**src/core/fbsd_defs.svh**
```systemverilog
// constants for the fieldbus slave parameter/diagnostic block
// assumes inclusion by bare name from core/
`ifndef FBSD_DEFS_SVH
`define FBSD_DEFS_SVH
`define FBSD_PRM_STD_LEN 7
`define FBSD_PRM_IGNORED 3
`define FBSD_PRM_MAX_LEN 244
`define FBSD_UP_FMT_IDX 2
`define FBSD_UP_CYC_HI_IDX 3
`define FBSD_UP_CYC_LO_IDX 4
`define FBSD_UP_COUNT 8
`define FBSD_FMT_STANDARD 4'h0
`define FBSD_FMT_MIRROR 4'h1
`define FBSD_FMT_BCAST 4'h2
`define FBSD_FMT_SPECIAL 4'h3
`define FBSD_FMT_SPEC_BCAST 4'h4
`define FBSD_FMT_RESET 4'h0
`define FBSD_CYC_MIN 16'h000a
`define FBSD_CYC_MAX 16'hea60
`define FBSD_CYC_RESET 16'h0014
`define FBSD_CFG_B0 8'hc1
`define FBSD_CFG_B1 8'h15
`define FBSD_CFG_B2 8'h15
`define FBSD_CFG_B3 8'h00
`define FBSD_CFG_LEN 4
`define FBSD_IO_BYTES 22
`define FBSD_PZD_WORDS 7
`define FBSD_PKW_WORDS 4
`define FBSD_DIAG_STD_LEN 6
`define FBSD_DIAG_LEN 9
`define FBSD_DIAG_HDR 8'h03
`define FBSD_MS_NS 1000000
`define FBSD_CLK_NS 50
`define FBSD_TICKS_PER_MS (`FBSD_MS_NS / `FBSD_CLK_NS)
`define FBSD_APB_CMD 12'h000
`define FBSD_APB_STAT 12'h004
`define FBSD_APB_FMT 12'h008
`define FBSD_APB_CYC 12'h00c
`define FBSD_APB_FAULT 12'h010
`endif

```
**src/core/fbsd_pkg.sv**
```systemverilog
// types for the fieldbus slave parameter/diagnostic block
// assumes fbsd_defs.svh gives the numbers
package fbsd_pkg;
  typedef enum logic [2:0] {
    FBSD_REQ_NONE,
    FBSD_REQ_PRM,
    FBSD_REQ_CFG,
    FBSD_REQ_DATA,
    FBSD_REQ_DIAG
  } fbsd_req_type;
  typedef enum logic [1:0] {
    FBSD_ANS_ACK,
    FBSD_ANS_NAK,
    FBSD_ANS_DATA_LO,
    FBSD_ANS_DATA_HI
  } fbsd_ans_type;
endpackage

```
**src/core/fbsd_link_if.sv**
```systemverilog
// byte-serial link between fieldbus master and slave front end
// assumes one clock shared by both ends
`timescale 1ns/1ps
interface fbsd_link_if;
  logic req_start;
  fbsd_pkg::fbsd_req_type req_kind;
  logic req_valid;
  logic req_last;
  logic [7:0] req_byte;
  logic ans_start;
  fbsd_pkg::fbsd_ans_type ans_kind;
  logic ans_valid;
  logic ans_last;
  logic [7:0] ans_byte;
  modport master (
    output req_start, req_kind, req_valid, req_last, req_byte,
    input ans_start, ans_kind, ans_valid, ans_last, ans_byte
  );
  modport slave (
    input req_start, req_kind, req_valid, req_last, req_byte,
    output ans_start, ans_kind, ans_valid, ans_last, ans_byte
  );
endinterface

```
**src/core/fbsd_slave.sv**
```systemverilog
// slave end: parameter decode, configuration check, data and diagnostics
// assumes the master sends one request at a time and waits for the answer
`timescale 1ns/1ps
`include "fbsd_defs.svh"
module fbsd_slave #(
  parameter int IO_BYTES = `FBSD_IO_BYTES,
  parameter int TICKS_PER_MS = `FBSD_TICKS_PER_MS
) (
  input wire logic clock,
  input wire logic arst_n,
  fbsd_link_if.slave link,
  input wire logic [10:0] bus_fault_evt,
  input wire logic [8*IO_BYTES-1:0] inputs_img,
  output logic [8*IO_BYTES-1:0] outputs_img_ff,
  output logic outputs_upd_ff,
  output logic [3:0] frame_format_ff,
  output logic [15:0] poll_interval_ff,
  output logic poll_query_ff,
  output logic prm_ok_ff,
  output logic cfg_ok_ff
);
  // ==========================================================
  // request capture
  logic [7:0] idx_ff;
  fbsd_pkg::fbsd_req_type kind_ff;
  logic [7:0] fmt_byte_ff;
  logic [7:0] cyc_hi_ff;
  logic [7:0] cyc_lo_ff;
  logic cfg_bad_ff;
  logic [8*IO_BYTES-1:0] out_sh_ff;
  logic end_evt;
  logic [7:0] pos;
  logic [7:0] up_pos;
  assign end_evt = link.req_valid && link.req_last;
  assign pos = link.req_start ? 8'h00 : idx_ff;
  assign up_pos = pos - 8'(`FBSD_PRM_STD_LEN + `FBSD_PRM_IGNORED);

  always_ff @(posedge clock or negedge arst_n) begin
    if (!arst_n) begin
      idx_ff <= 8'h00;
      kind_ff <= fbsd_pkg::FBSD_REQ_NONE;
    end else if (link.req_start) begin
      idx_ff <= link.req_valid ? 8'h01 : 8'h00;
      kind_ff <= link.req_kind;
    end else if (link.req_valid && idx_ff != 8'hff) begin
      idx_ff <= idx_ff + 8'h01;
    end
  end

  fbsd_pkg::fbsd_req_type cur_kind;
  assign cur_kind = link.req_start ? link.req_kind : kind_ff;

  always_ff @(posedge clock or negedge arst_n) begin
    if (!arst_n) begin
      fmt_byte_ff <= 8'h00;
      cyc_hi_ff <= 8'h00;
      cyc_lo_ff <= 8'h00;
    end else if (link.req_valid && cur_kind == fbsd_pkg::FBSD_REQ_PRM) begin
      if (pos >= 8'(`FBSD_PRM_STD_LEN + `FBSD_PRM_IGNORED)) begin
        if (up_pos == 8'(`FBSD_UP_FMT_IDX)) fmt_byte_ff <= link.req_byte;
        if (up_pos == 8'(`FBSD_UP_CYC_HI_IDX)) cyc_hi_ff <= link.req_byte;
        if (up_pos == 8'(`FBSD_UP_CYC_LO_IDX)) cyc_lo_ff <= link.req_byte;
      end
    end
  end

  // configuration identifier check, one slot, standard module only
  logic [7:0] cfg_exp;
  always_comb begin
    case (pos)
      8'h00: cfg_exp = `FBSD_CFG_B0;
      8'h01: cfg_exp = `FBSD_CFG_B1;
      8'h02: cfg_exp = `FBSD_CFG_B2;
      8'h03: cfg_exp = `FBSD_CFG_B3;
      default: cfg_exp = 8'h00;
    endcase
  end

  always_ff @(posedge clock or negedge arst_n) begin
    if (!arst_n) begin
      cfg_bad_ff <= 1'b0;
    end else if (link.req_valid && cur_kind == fbsd_pkg::FBSD_REQ_CFG) begin
      cfg_bad_ff <= (link.req_start ? 1'b0 : cfg_bad_ff)
        || pos >= 8'(`FBSD_CFG_LEN) || link.req_byte != cfg_exp;
    end
  end

  always_ff @(posedge clock or negedge arst_n) begin
    if (!arst_n) begin
      out_sh_ff <= '0;
    end else if (link.req_valid && cur_kind == fbsd_pkg::FBSD_REQ_DATA) begin
      out_sh_ff <= {link.req_byte, out_sh_ff[8*IO_BYTES-1:8]};
    end
  end

  // ==========================================================
  // settings commit and state
  logic [15:0] new_cyc;
  logic [3:0] new_fmt;
  logic prm_good;
  logic prm_len_ok;
  logic cfg_len_ok;
  logic data_len_ok;
  assign new_cyc = {cyc_hi_ff, cyc_lo_ff};
  assign new_fmt = fmt_byte_ff[3:0];
  assign prm_len_ok = pos >= 8'(`FBSD_PRM_STD_LEN - 1) && pos <= 8'(`FBSD_PRM_MAX_LEN - 1);
  assign cfg_len_ok = pos == 8'(`FBSD_CFG_LEN - 1);
  assign data_len_ok = pos == 8'(IO_BYTES - 1);
  // a short frame without user bytes keeps the previous settings
  assign prm_good = new_cyc >= `FBSD_CYC_MIN && new_cyc <= `FBSD_CYC_MAX
    && new_fmt <= `FBSD_FMT_SPEC_BCAST && fmt_byte_ff[7:4] == 4'h0;

  always_ff @(posedge clock or negedge arst_n) begin
    if (!arst_n) begin
      frame_format_ff <= `FBSD_FMT_RESET;
      poll_interval_ff <= `FBSD_CYC_RESET;
      prm_ok_ff <= 1'b0;
      cfg_ok_ff <= 1'b0;
    end else if (end_evt && cur_kind == fbsd_pkg::FBSD_REQ_PRM) begin
      if (prm_len_ok && (prm_good || pos < 8'(`FBSD_PRM_STD_LEN + `FBSD_PRM_IGNORED + 4))) begin
        if (pos >= 8'(`FBSD_PRM_STD_LEN + `FBSD_PRM_IGNORED + 4)) begin
          frame_format_ff <= new_fmt;
          poll_interval_ff <= new_cyc;
        end
        prm_ok_ff <= 1'b1;
        cfg_ok_ff <= 1'b0;
      end
    end else if (end_evt && cur_kind == fbsd_pkg::FBSD_REQ_CFG) begin
      cfg_ok_ff <= prm_ok_ff && cfg_len_ok && !(cfg_bad_ff || link.req_byte != cfg_exp);
    end
  end

  // ==========================================================
  // sticky internal bus faults and diagnostic flag
  logic [10:0] fault_ff;
  logic diag_pend_ff;
  logic diag_done;
  logic [3:0] dg_idx_ff;
  logic ans_busy_ff;
  logic ans_diag_ff;
  assign diag_done = ans_busy_ff && ans_diag_ff && dg_idx_ff == 4'(`FBSD_DIAG_LEN - 1);

  always_ff @(posedge clock or negedge arst_n) begin
    if (!arst_n) begin
      fault_ff <= 11'h000;
    end else begin
      fault_ff <= (diag_done ? fault_ff & ~snap_ff : fault_ff) | bus_fault_evt;
    end
  end

  always_ff @(posedge clock or negedge arst_n) begin
    if (!arst_n) begin
      diag_pend_ff <= 1'b0;
    end else begin
      diag_pend_ff <= (diag_pend_ff && !(diag_done && (fault_ff & ~snap_ff) == 11'h000))
        || (|bus_fault_evt);
    end
  end

  // ==========================================================
  // answer sender
  fbsd_pkg::fbsd_ans_type ans_kind_ff;
  logic [8*IO_BYTES-1:0] in_sh_ff;
  logic [7:0] ans_cnt_ff;
  logic [10:0] snap_ff;
  logic ans_start_ff;
  logic ans_valid_ff;
  logic ans_last_ff;
  logic [7:0] ans_byte_ff;
  logic [7:0] dg_byte;
  always_comb begin
    case (dg_idx_ff)
      4'h0: dg_byte = {6'h00, fault_ff == 11'h000 ? 1'b0 : 1'b1, 1'b0};
      4'h6: dg_byte = `FBSD_DIAG_HDR;
      4'h7: dg_byte = snap_ff[7:0];
      4'h8: dg_byte = {5'h00, snap_ff[10:8]};
      default: dg_byte = 8'h00;
    endcase
  end

  always_ff @(posedge clock or negedge arst_n) begin
    if (!arst_n) begin
      ans_busy_ff <= 1'b0;
      ans_diag_ff <= 1'b0;
      ans_kind_ff <= fbsd_pkg::FBSD_ANS_ACK;
      ans_cnt_ff <= 8'h00;
      dg_idx_ff <= 4'h0;
      in_sh_ff <= '0;
      snap_ff <= 11'h000;
      ans_start_ff <= 1'b0;
      ans_valid_ff <= 1'b0;
      ans_last_ff <= 1'b0;
      ans_byte_ff <= 8'h00;
      outputs_img_ff <= '0;
      outputs_upd_ff <= 1'b0;
    end else begin
      ans_start_ff <= 1'b0;
      ans_valid_ff <= 1'b0;
      ans_last_ff <= 1'b0;
      outputs_upd_ff <= 1'b0;
      if (end_evt && !ans_busy_ff) begin
        ans_start_ff <= 1'b1;
        if (cur_kind == fbsd_pkg::FBSD_REQ_DIAG) begin
          ans_busy_ff <= 1'b1;
          ans_diag_ff <= 1'b1;
          dg_idx_ff <= 4'h0;
          snap_ff <= fault_ff;
          ans_kind_ff <= fbsd_pkg::FBSD_ANS_ACK;
        end else if (cur_kind == fbsd_pkg::FBSD_REQ_DATA && cfg_ok_ff && data_len_ok) begin
          ans_busy_ff <= 1'b1;
          ans_diag_ff <= 1'b0;
          ans_cnt_ff <= 8'h00;
          in_sh_ff <= inputs_img;
          outputs_img_ff <= {link.req_byte, out_sh_ff[8*IO_BYTES-1:8]};
          outputs_upd_ff <= 1'b1;
          ans_kind_ff <= diag_pend_ff ? fbsd_pkg::FBSD_ANS_DATA_HI
            : fbsd_pkg::FBSD_ANS_DATA_LO;
        end else if (cur_kind == fbsd_pkg::FBSD_REQ_PRM
          || cur_kind == fbsd_pkg::FBSD_REQ_CFG) begin
          ans_kind_ff <= fbsd_pkg::FBSD_ANS_ACK;
        end else begin
          ans_kind_ff <= fbsd_pkg::FBSD_ANS_NAK;
        end
      end else if (ans_busy_ff && ans_diag_ff) begin
        ans_valid_ff <= 1'b1;
        ans_byte_ff <= dg_byte;
        ans_last_ff <= diag_done;
        dg_idx_ff <= dg_idx_ff + 4'h1;
        if (diag_done) ans_busy_ff <= 1'b0;
      end else if (ans_busy_ff) begin
        ans_valid_ff <= 1'b1;
        ans_byte_ff <= in_sh_ff[7:0];
        in_sh_ff <= in_sh_ff >> 8;
        ans_last_ff <= ans_cnt_ff == 8'(IO_BYTES - 1);
        ans_cnt_ff <= ans_cnt_ff + 8'h01;
        if (ans_cnt_ff == 8'(IO_BYTES - 1)) ans_busy_ff <= 1'b0;
      end
    end
  end

  // ==========================================================
  // internal bus query pacing
  logic [14:0] tick_ff;
  logic [15:0] ms_ff;
  always_ff @(posedge clock or negedge arst_n) begin
    if (!arst_n) begin
      tick_ff <= 15'h0000;
      ms_ff <= 16'h0000;
      poll_query_ff <= 1'b0;
    end else begin
      poll_query_ff <= 1'b0;
      if (tick_ff == 15'(TICKS_PER_MS - 1)) begin
        tick_ff <= 15'h0000;
        if (ms_ff + 16'h0001 >= poll_interval_ff) begin
          ms_ff <= 16'h0000;
          poll_query_ff <= 1'b1;
        end else begin
          ms_ff <= ms_ff + 16'h0001;
        end
      end else begin
        tick_ff <= tick_ff + 15'h0001;
      end
    end
  end

  assign link.ans_start = ans_start_ff;
  assign link.ans_kind = ans_kind_ff;
  assign link.ans_valid = ans_valid_ff;
  assign link.ans_last = ans_last_ff;
  assign link.ans_byte = ans_byte_ff;
endmodule // fbsd_slave

```
**src/flat_wrapper.sv**
```systemverilog
// flat-port wrapper written by rule: the top's interface ports become plain ports
module fbsd_slave_flat 
#(
  parameter int IO_BYTES = `FBSD_IO_BYTES,
  parameter int TICKS_PER_MS = `FBSD_TICKS_PER_MS
)
  (clock, arst_n, bus_fault_evt, inputs_img, outputs_img_ff, outputs_upd_ff, frame_format_ff, poll_interval_ff, poll_query_ff, prm_ok_ff, cfg_ok_ff, link_req_start, link_req_kind, link_req_valid, link_req_last, link_req_byte, link_ans_start, link_ans_kind, link_ans_valid, link_ans_last, link_ans_byte);
  fbsd_link_if link_i ();
  input wire logic clock;
  input wire logic arst_n;
  input wire logic [10:0] bus_fault_evt;
  input wire logic [8*IO_BYTES-1:0] inputs_img;
  output logic [8*IO_BYTES-1:0] outputs_img_ff;
  output logic outputs_upd_ff;
  output logic [3:0] frame_format_ff;
  output logic [15:0] poll_interval_ff;
  output logic poll_query_ff;
  output logic prm_ok_ff;
  output logic cfg_ok_ff;
  input wire logic [$bits(link_i.req_start)-1:0] link_req_start;
  input wire logic [$bits(link_i.req_kind)-1:0] link_req_kind;
  input wire logic [$bits(link_i.req_valid)-1:0] link_req_valid;
  input wire logic [$bits(link_i.req_last)-1:0] link_req_last;
  input wire logic [$bits(link_i.req_byte)-1:0] link_req_byte;
  output wire logic [$bits(link_i.ans_start)-1:0] link_ans_start;
  output wire logic [$bits(link_i.ans_kind)-1:0] link_ans_kind;
  output wire logic [$bits(link_i.ans_valid)-1:0] link_ans_valid;
  output wire logic [$bits(link_i.ans_last)-1:0] link_ans_last;
  output wire logic [$bits(link_i.ans_byte)-1:0] link_ans_byte;
  assign link_i.req_start = link_req_start;
  assign link_i.req_kind = link_req_kind;
  assign link_i.req_valid = link_req_valid;
  assign link_i.req_last = link_req_last;
  assign link_i.req_byte = link_req_byte;
  assign link_ans_start = link_i.ans_start;
  assign link_ans_kind = link_i.ans_kind;
  assign link_ans_valid = link_i.ans_valid;
  assign link_ans_last = link_i.ans_last;
  assign link_ans_byte = link_i.ans_byte;
  fbsd_slave #(.IO_BYTES(IO_BYTES), .TICKS_PER_MS(TICKS_PER_MS)) u_core (.clock(clock), .arst_n(arst_n), .link(link_i), .bus_fault_evt(bus_fault_evt), .inputs_img(inputs_img), .outputs_img_ff(outputs_img_ff), .outputs_upd_ff(outputs_upd_ff), .frame_format_ff(frame_format_ff), .poll_interval_ff(poll_interval_ff), .poll_query_ff(poll_query_ff), .prm_ok_ff(prm_ok_ff), .cfg_ok_ff(cfg_ok_ff));
endmodule
```
**config.mk**
```make
export PLATFORM = sky130hd
export DESIGN_NAME = fbsd_slave_flat
export DESIGN_NICKNAME = d
export VERILOG_FILES = /design/src/core/fbsd_pkg.sv /design/src/core/fbsd_link_if.sv /design/src/core/fbsd_slave.sv /design/src/flat_wrapper.sv
export VERILOG_INCLUDE_DIRS = /design/src /design/src/core
export SDC_FILE = /design/constraint.sdc
export NUM_CORES = 1
export LEC_CHECK = 0
export ABC_AREA = 1
export BUFFER_PORTS_ARGS = -buffer_cell sky130_fd_sc_hd__buf_2
export CAP_MARGIN = 20
export CORE_AREA = 4 4 242 244
export CTS_CLUSTER_DIAMETER = 80
export DETAILED_ROUTE_END_ITERATION = 8
export DIE_AREA = 0 0 246 248
export PLACE_DENSITY_LB_ADDON = 0.08
export SYNTH_ARGS = -nofsm -noshare
export SYNTH_HDL_FRONTEND = slang
export SYNTH_SLANG_ARGS = --single-unit
```
**constraint.sdc**
```tcl
create_clock -name clock -period 2.3 [get_ports clock]
set_input_delay 0 -clock clock [delete_from_list [all_inputs] [get_ports clock]]
set_output_delay 0 -clock clock [all_outputs]
set_load 0.02 [all_outputs]
```
==> reports/metrics.csv, run 1 <==
metric,value,unit
clk_pin_slew,60,ps
ios,416,
initial_utilization,51.9,%
nets,4388,
setup_viol,13,
drc,0,
fin_crit,2370,ps
synth_top_area_share,56.5,%
yosysUniqueCellTypes,44,
worst_r2r_startpoint,u_core.ms_ff[0],
p_leak,19.4,nW
ys_warn_count,0,
die_area,0.0610,mm2
dpl_cell_area,0.0323,mm2
ys_seq_area_share,56.7,%
period_share,103,%
whs,147,ps
drt-initial-drc-count,1883,
vias,25500,
drive_gt1_share,17.2,%
cts_tree,done,
die_x,246,um
netlist_instances,3542,
wire_per_inst,17.0,um
reg2reg_to,u_core.ms_ff[14],
dr.pass1.iters,5,
grt_max_degree,108,
cts_buffers,71,
cts.sinks,661,
syn-num-nets,3771,
maxSlewViolCount,0,
dp.cells,4606,
core,0.0563,mm2
dpl_worst_slack,-176,ps
worstSkewPairLatency,610,ps
hold_end,u_core.in_sh_ff[172],
max_cap_violations,0,
grt_pass1_vias,25200,
ys_ff_latch,661,
synth_area,0.0292,mm2
grt_remaining_overflow,0,
yosys-top-cells-area,"dfrtp_1, nand2_1, o21ai_0, nand3_1, inv_1",
min-delay-start,inputs_img[172],
stdcell_area,0.0372,mm2
routed_wl,84300,um
avgSynthCellArea,8.24,um2
clock_skew,15.9,ps
hold_viol,0,
cts_max_path_buffers,3,
slew_headroom,64.1,%
min_path_cells,4,
power_density,734,mW/mm2
tightest_slew,538,ps
vdd_drop_max,625,uV
cts-root-buf,clkbuf_16,
critPathLaunchType,register,
max_freq,0.421,GHz
dieHeight,248,um
grt_use_total,27.3,%
antenna_found_initial,3,
rr_worst_depth,15,
grt_setup_unrepaired,yes,
cp_max_fo,5,
final-instance-count-excl-fill,4970,
worstPathRequired,2800,ps
worstPathArrival,2870,ps
final.setup.worst_slack,-74.6,ps
area_delta_synth_final,27.3,%
hp-class,in -> reg,
grt_pass1_wl,134000,um
outcome,"finished, violations left",
end_kind,register,
port_buffers,415,
htree_levels,3,
synth_top_cell_by_area,dfrtp_1,
reg2reg_slack,-70,ps
row_count,87,
worstSetupPathType,reg -> reg,
postLayoutCoreUtil,66.0,%
violations,negative setup slack,
hpwl,54500,um
routabilityCongestion,0.871,
via_per_inst,5.12,
postRouteAntennaNets,0,
[cell type report]
type,count,area (um2)
inverter,299,1130
sequential,661,16500
fill,4706,19100
multi-input combinational,2385,10800
clock buffer,107,2060
timing repair buffer,741,5450
tap,756,946
antenna,6,15.0
clock inverter,15,191
[logic make-up after synthesis]
logic type | share of synthesized area [%]
AOI/OAI and AO/OA | 8.46
xor gates and xnor gates | 0.720
adders and majority gates | 1.11
buffers and inverters | 7.27
DFF | 56.7
and+or+nand+nor | 25.8
[how the worst max path moves through the flow]
stage | start | end | slack [ps]
2_1_floorplan | u_core.ms_ff[0] | u_core.ms_ff[10] | 20
3_3_place_gp | u_core.ms_ff[7] | u_core.ms_ff[14] | -170
3_5_place_dp | u_core.ms_ff[7] | u_core.ms_ff[14] | -180
4_1_cts | u_core.ms_ff[0] | u_core.ms_ff[14] | -40
5_1_grt | u_core.ms_ff[9] | u_core.ms_ff[14] | -220
6_report | u_core.ms_ff[0] | u_core.ms_ff[14] | -70
[routing by layer]
metal | track usage, % | share of wire (%) | up-vias
met5 | 0 | 0.015 | -
li1 | - | - | 12400
met2 | 43.4 | 47 | 831
met3 | 6.67 | 7.3 | 230
met4 | 11.5 | 4.3 | 2
met1 | 36.4 | 42 | 12000
[registers in the layout, summed over array words and instances (netlist names), 11 cells and up]
register / flops
u_core.poll_interval_ff: 16
u_core.out_sh_ff: 168
u_core.snap_ff: 11
u_core.tick_ff: 15
u_core.outputs_img_ff: 176
u_core.fault_ff: 11
u_core.in_sh_ff: 176
u_core.ms_ff: 16
[worst max-delay path, stage by stage (launching register included)]
cell and delay, ps:
dfrtp_2 440, ha_4 180, nor3b_4 150, a31o_2 210, and2_1 160, ha_1 260, nand2_1 50, inv_2 70
nand3_4 70, nor3_4 160, nand3_1 120, nand3_2 120, buf_6 130, nand2_2 50, inv_2 50, nor2_2 30
[what timing repair did]
action                                  4_1_cts  5_1_grt
endpoints found under the hold margin       906        0
gates resized for setup                      22       42
endpoints found under the setup margin       17       35
setup buffers                                19        6
pin swaps                                    16       15
hold buffers                                212        0
[Yosys cell counts]
cell type  count
dfstp_2        2
a31o_2         1
nor4_1         7
nor3_1        15
ha_1          26
o22ai_1        7
buf_2         46
nor3_2         2
o31ai_1        3
nand4_1       38
nand3_1      223
nor3b_1        1
o21a_1         3
a22oi_1        9
inv_1        292
nor2_1        83
nor2_2         1
xnor2_1        2
nand2_1     1448
a31oi_1        1
nand2_2        9
nand3_2        3
dfrtp_1      659
buf_4         17
and2_1         2
xor2_1        22
inv_2          5
inv_6          1
o21ai_0      317
o221ai_1       2
nor2_4         1
o21ai_1      106
buf_1         10
buf_6         18
or2_2         10
and3_1         1
a21oi_1       28
o21bai_1       1
nand3b_1      10
a211o_1        1
nand2_4        1
clkinv_1       1
o211ai_1       1
clkbuf_1     106
[report_power, final]
group	switching [mW]	internal, mW	total [mW]
Clock	4.69	6.44	11.1
Sequential	0.483	12.4	12.9
Combinational	2.04	1.22	3.27
Total	7.22	20.0	27.3
[layout by cell type (no fill, tap or decap), drive strengths merged]
| master | instances |
|---|---|
| nand4 | 38 |
| a21oi | 28 |
| ha | 26 |
| and3 | 1 |
| nor3 | 17 |
| clkinv | 12 |
| dfstp | 2 |
| xor2 | 22 |
| clkbuf | 107 |
| o21bai | 1 |
| o21a | 3 |
| a22oi | 9 |
| and2 | 2 |
| o22ai | 7 |
| inv | 300 |
| o211ai | 1 |
| nand3 | 226 |
| buf | 530 |
| o31ai | 3 |
| xnor2 | 2 |
| nand2 | 1458 |
| diode | 6 |
| nand3b | 10 |
| dlygate4sd3 | 211 |
| or2 | 10 |
| a211o | 1 |
| nor4 | 7 |
| o21ai | 423 |
| bufinv | 2 |
| nor3b | 1 |
| a31o | 1 |
| a31oi | 1 |
| o221ai | 2 |
| nor2 | 85 |
| dfrtp | 659 |
[per-stage QoR]
stage,total power [mW],setup TNS (ps)
final,27.3,-530
after global routing,28.5,-2750
after CTS,27.5,-115
after detailed placement,16.0,-1840
after global placement,16.0,-1710
after floorplan,14.7,0
Power figures use the tool's default switching activity.
==> run 2: changes to the inputs <==
--- a/config.mk
+++ b/config.mk
@@ -9,10 +9,10 @@
 export ABC_AREA = 1
 export BUFFER_PORTS_ARGS = -buffer_cell sky130_fd_sc_hd__buf_2
 export CAP_MARGIN = 20
-export CORE_AREA = 4 4 242 244
+export CORE_AREA = 4 4 230 232
 export CTS_CLUSTER_DIAMETER = 80
 export DETAILED_ROUTE_END_ITERATION = 8
-export DIE_AREA = 0 0 246 248
+export DIE_AREA = 0 0 234 236
 export PLACE_DENSITY_LB_ADDON = 0.08
 export SYNTH_ARGS = -nofsm -noshare
 export SYNTH_HDL_FRONTEND = slang
==> constraint.sdc (replaced) <==
create_clock -name clock -period 2.62 [get_ports clock]
set_input_delay 0 -clock clock [delete_from_list [all_inputs] [get_ports clock]]
set_output_delay 0 -clock clock [all_outputs]
set_load 0.02 [all_outputs]
==> reports/metrics.csv, run 2 (synthesis results as in run 1) <==
metric,value,unit,change
outcome,finished clean,,
max_freq,0.400,GHz,-5.0%
power_density,658,mW/mm2,-10%
core,0.0510,mm2,-9.4%
row_count,83,,-4.6%
worstSkewPairLatency,590,ps,-20 ps
port_buffers,415,,unchanged
drc,0,,unchanged
worstPathRequired,3090,ps,+290 ps
crit_chain,buf_4 > ha_1 > nand3_1 > inv_1 > nand3_1 > o21ai_0 > dlygate4sd3_1 > xor2_1 > dlygate4sd3_1,,
vias,26200,,+3.0%
tns,0,ps,+530 ps
dieHeight,236,um,-4.8%
period_share,95.4,%,-7.8 points
rr_worst_depth,9,,-6
grt_use_total,30.3,%,+3.0 points
tightest_slew,995,ps,+457 ps
routed_wl,85200,um,+1.1%
final_cell_mix,"nand2_1, dfrtp_1, buf_2",,
maxSlewViolCount,0,,unchanged
drt-initial-drc-count,2242,,+19%
grt_pass1_vias,26000,,+3.0%
grt_pass1_wl,135000,um,+0.84%
area_delta_synth_final,25.1,%,
critPathLaunchType,register,,
setup_viol,0,,-13
end_kind,register,,
grt_remaining_overflow,0,,unchanged
cts_tree,done,,
nets,4336,,-1.2%
p_leak,19.1,nW,-1.4%
cpMaxStageDelayCell,dlygate4sd3_1,,
cts-root-buf,clkbuf_16,,
via_per_inst,5.41,,+5.6%
dr.pass1.iters,7,,+2
stdcell_area,0.0365,mm2,-1.7%
routabilityCongestion,0.851,,-2.3%
hold_viol,0,,unchanged
worstSetupPathType,reg -> reg,,
reg2reg_slack,120,ps,+190 ps
postRouteAntennaNets,0,,unchanged
grt_max_degree,334,,+210%
antenna_found_initial,14,,+11
hp-class,in -> async,,
final_common_cell,nand2_1,,
top_regs,"u_core.in_sh_ff (176), u_core.outputs_img_ff (176), u_core.out_sh_ff (168)",,
wire_per_inst,17.6,um,+3.7%
whs,182,ps,+35.0 ps
die_x,234,um,-4.9%
hpwl,52000,um,-4.5%
fin_crit,2500,ps,+125 ps
drive_gt1_share,15.9,%,-1.3 points
postLayoutCoreUtil,71.6,%,+5.6 points
htree_levels,3,,unchanged
initial_utilization,57.2,%,+5.4 points
clock_skew,19.7,ps,+3.80 ps
ios,416,,unchanged
clk_pin_slew,60,ps,about the same
dpl_cell_area,0.0318,mm2,-1.6%
cts_buffers,70,,-1.4%
vdd_drop_max,567,uV,-9.2%
slowest_delay,580,ps,+140 ps
die_area,0.0552,mm2,-9.5%
cts_max_path_buffers,3,,unchanged
slew_headroom,33.7,%,-30 points
worstPathArrival,2970,ps,+100 ps
cp_max_fo,4,,-1
reg2reg_to,u_core.idx_ff[0],,
cts.sinks,661,,unchanged
worst_r2r_startpoint,u_core.idx_ff[1],,
max_cap_violations,0,,unchanged
## run 2: changes by cell type in the layout (fill, tap and decap cells not counted), sizes merged
cell      previous run  this run
clkbuf             107       108
inv                300       302
clkinv              12         8
diode                6        10
clkinvlp             0         1
buf                530       478
## run 2: final cells by class
class | count | area (um2)
repair buffers | 690 | 4920
flip-flops and latches | 661 | 16500
inverters | 299 | 1130
clock buffers | 107 | 2130
diodes | 10 | 25.0
well taps | 680 | 851
fillers | 3890 | 14500
multi-input cells | 2385 | 10800
clock inverters | 14 | 149
## run 2: metrics by stage
stage          worst slack (ps)  cells  power [mW]
2_1_floorplan              67.3   3542        12.9
3_3_place_gp               -109   4497        13.9
3_5_place_dp               -101   4497        14.0
4_1_cts                    19.0   4830        24.1
5_1_grt                   -14.5   4841        25.0
6_report                    120   4846        24.0
## run 2: worst max path at each step
stage	start	end	slack, ps	cells after the start
final	u_core.idx_ff[1]	u_core.idx_ff[0]	120	9
after global routing	u_core.ms_ff[4]	u_core.ms_ff[12]	-10	15
after CTS	u_core.ms_ff[5]	u_core.ms_ff[12]	20	16
after detailed placement	u_core.ms_ff[0]	u_core.ms_ff[6]	-100	15
after global placement	u_core.ms_ff[0]	u_core.ms_ff[6]	-110	15
after floorplan	u_core.ms_ff[0]	u_core.ms_ff[11]	70	13
## run 2: where the power goes
part | internal, mW | switching [mW] | total [mW]
Combinational | 1.04 | 1.87 | 2.91
Clock | 5.81 | 4.04 | 9.85
Sequential | 10.9 | 0.404 | 11.3
## run 2: per-layer routing
| layer | global-route usage, % | part of all wire (%) |
|---|---|---|
| met1 | 40.1 | 41 |
| met2 | 47.4 | 47 |
| met3 | 8.30 | 8.1 |
| met4 | 13.1 | 4.4 |
| met5 | 0 | 0.079 |
## run 2: worst max-delay path: cells and delay by family, from the launching register on
family,cells,cell delay [ps]
buffers and inverters,4,1360
flip-flops,1,370
AND/OR/NAND/NOR,2,230
adder cells (fa/ha/maj),1,190
XOR/XNOR,1,150
AO/OA/AOI/OAI,1,80
## run 2: repair_timing
action,in CTS,in global routing
gates cloned,0,1
endpoints found under the setup margin,10,75
hold endpoints to repair,901,0
hold buffers,212,0
resized for setup,8,41
setup buffers,0,5
pin swaps,3,15
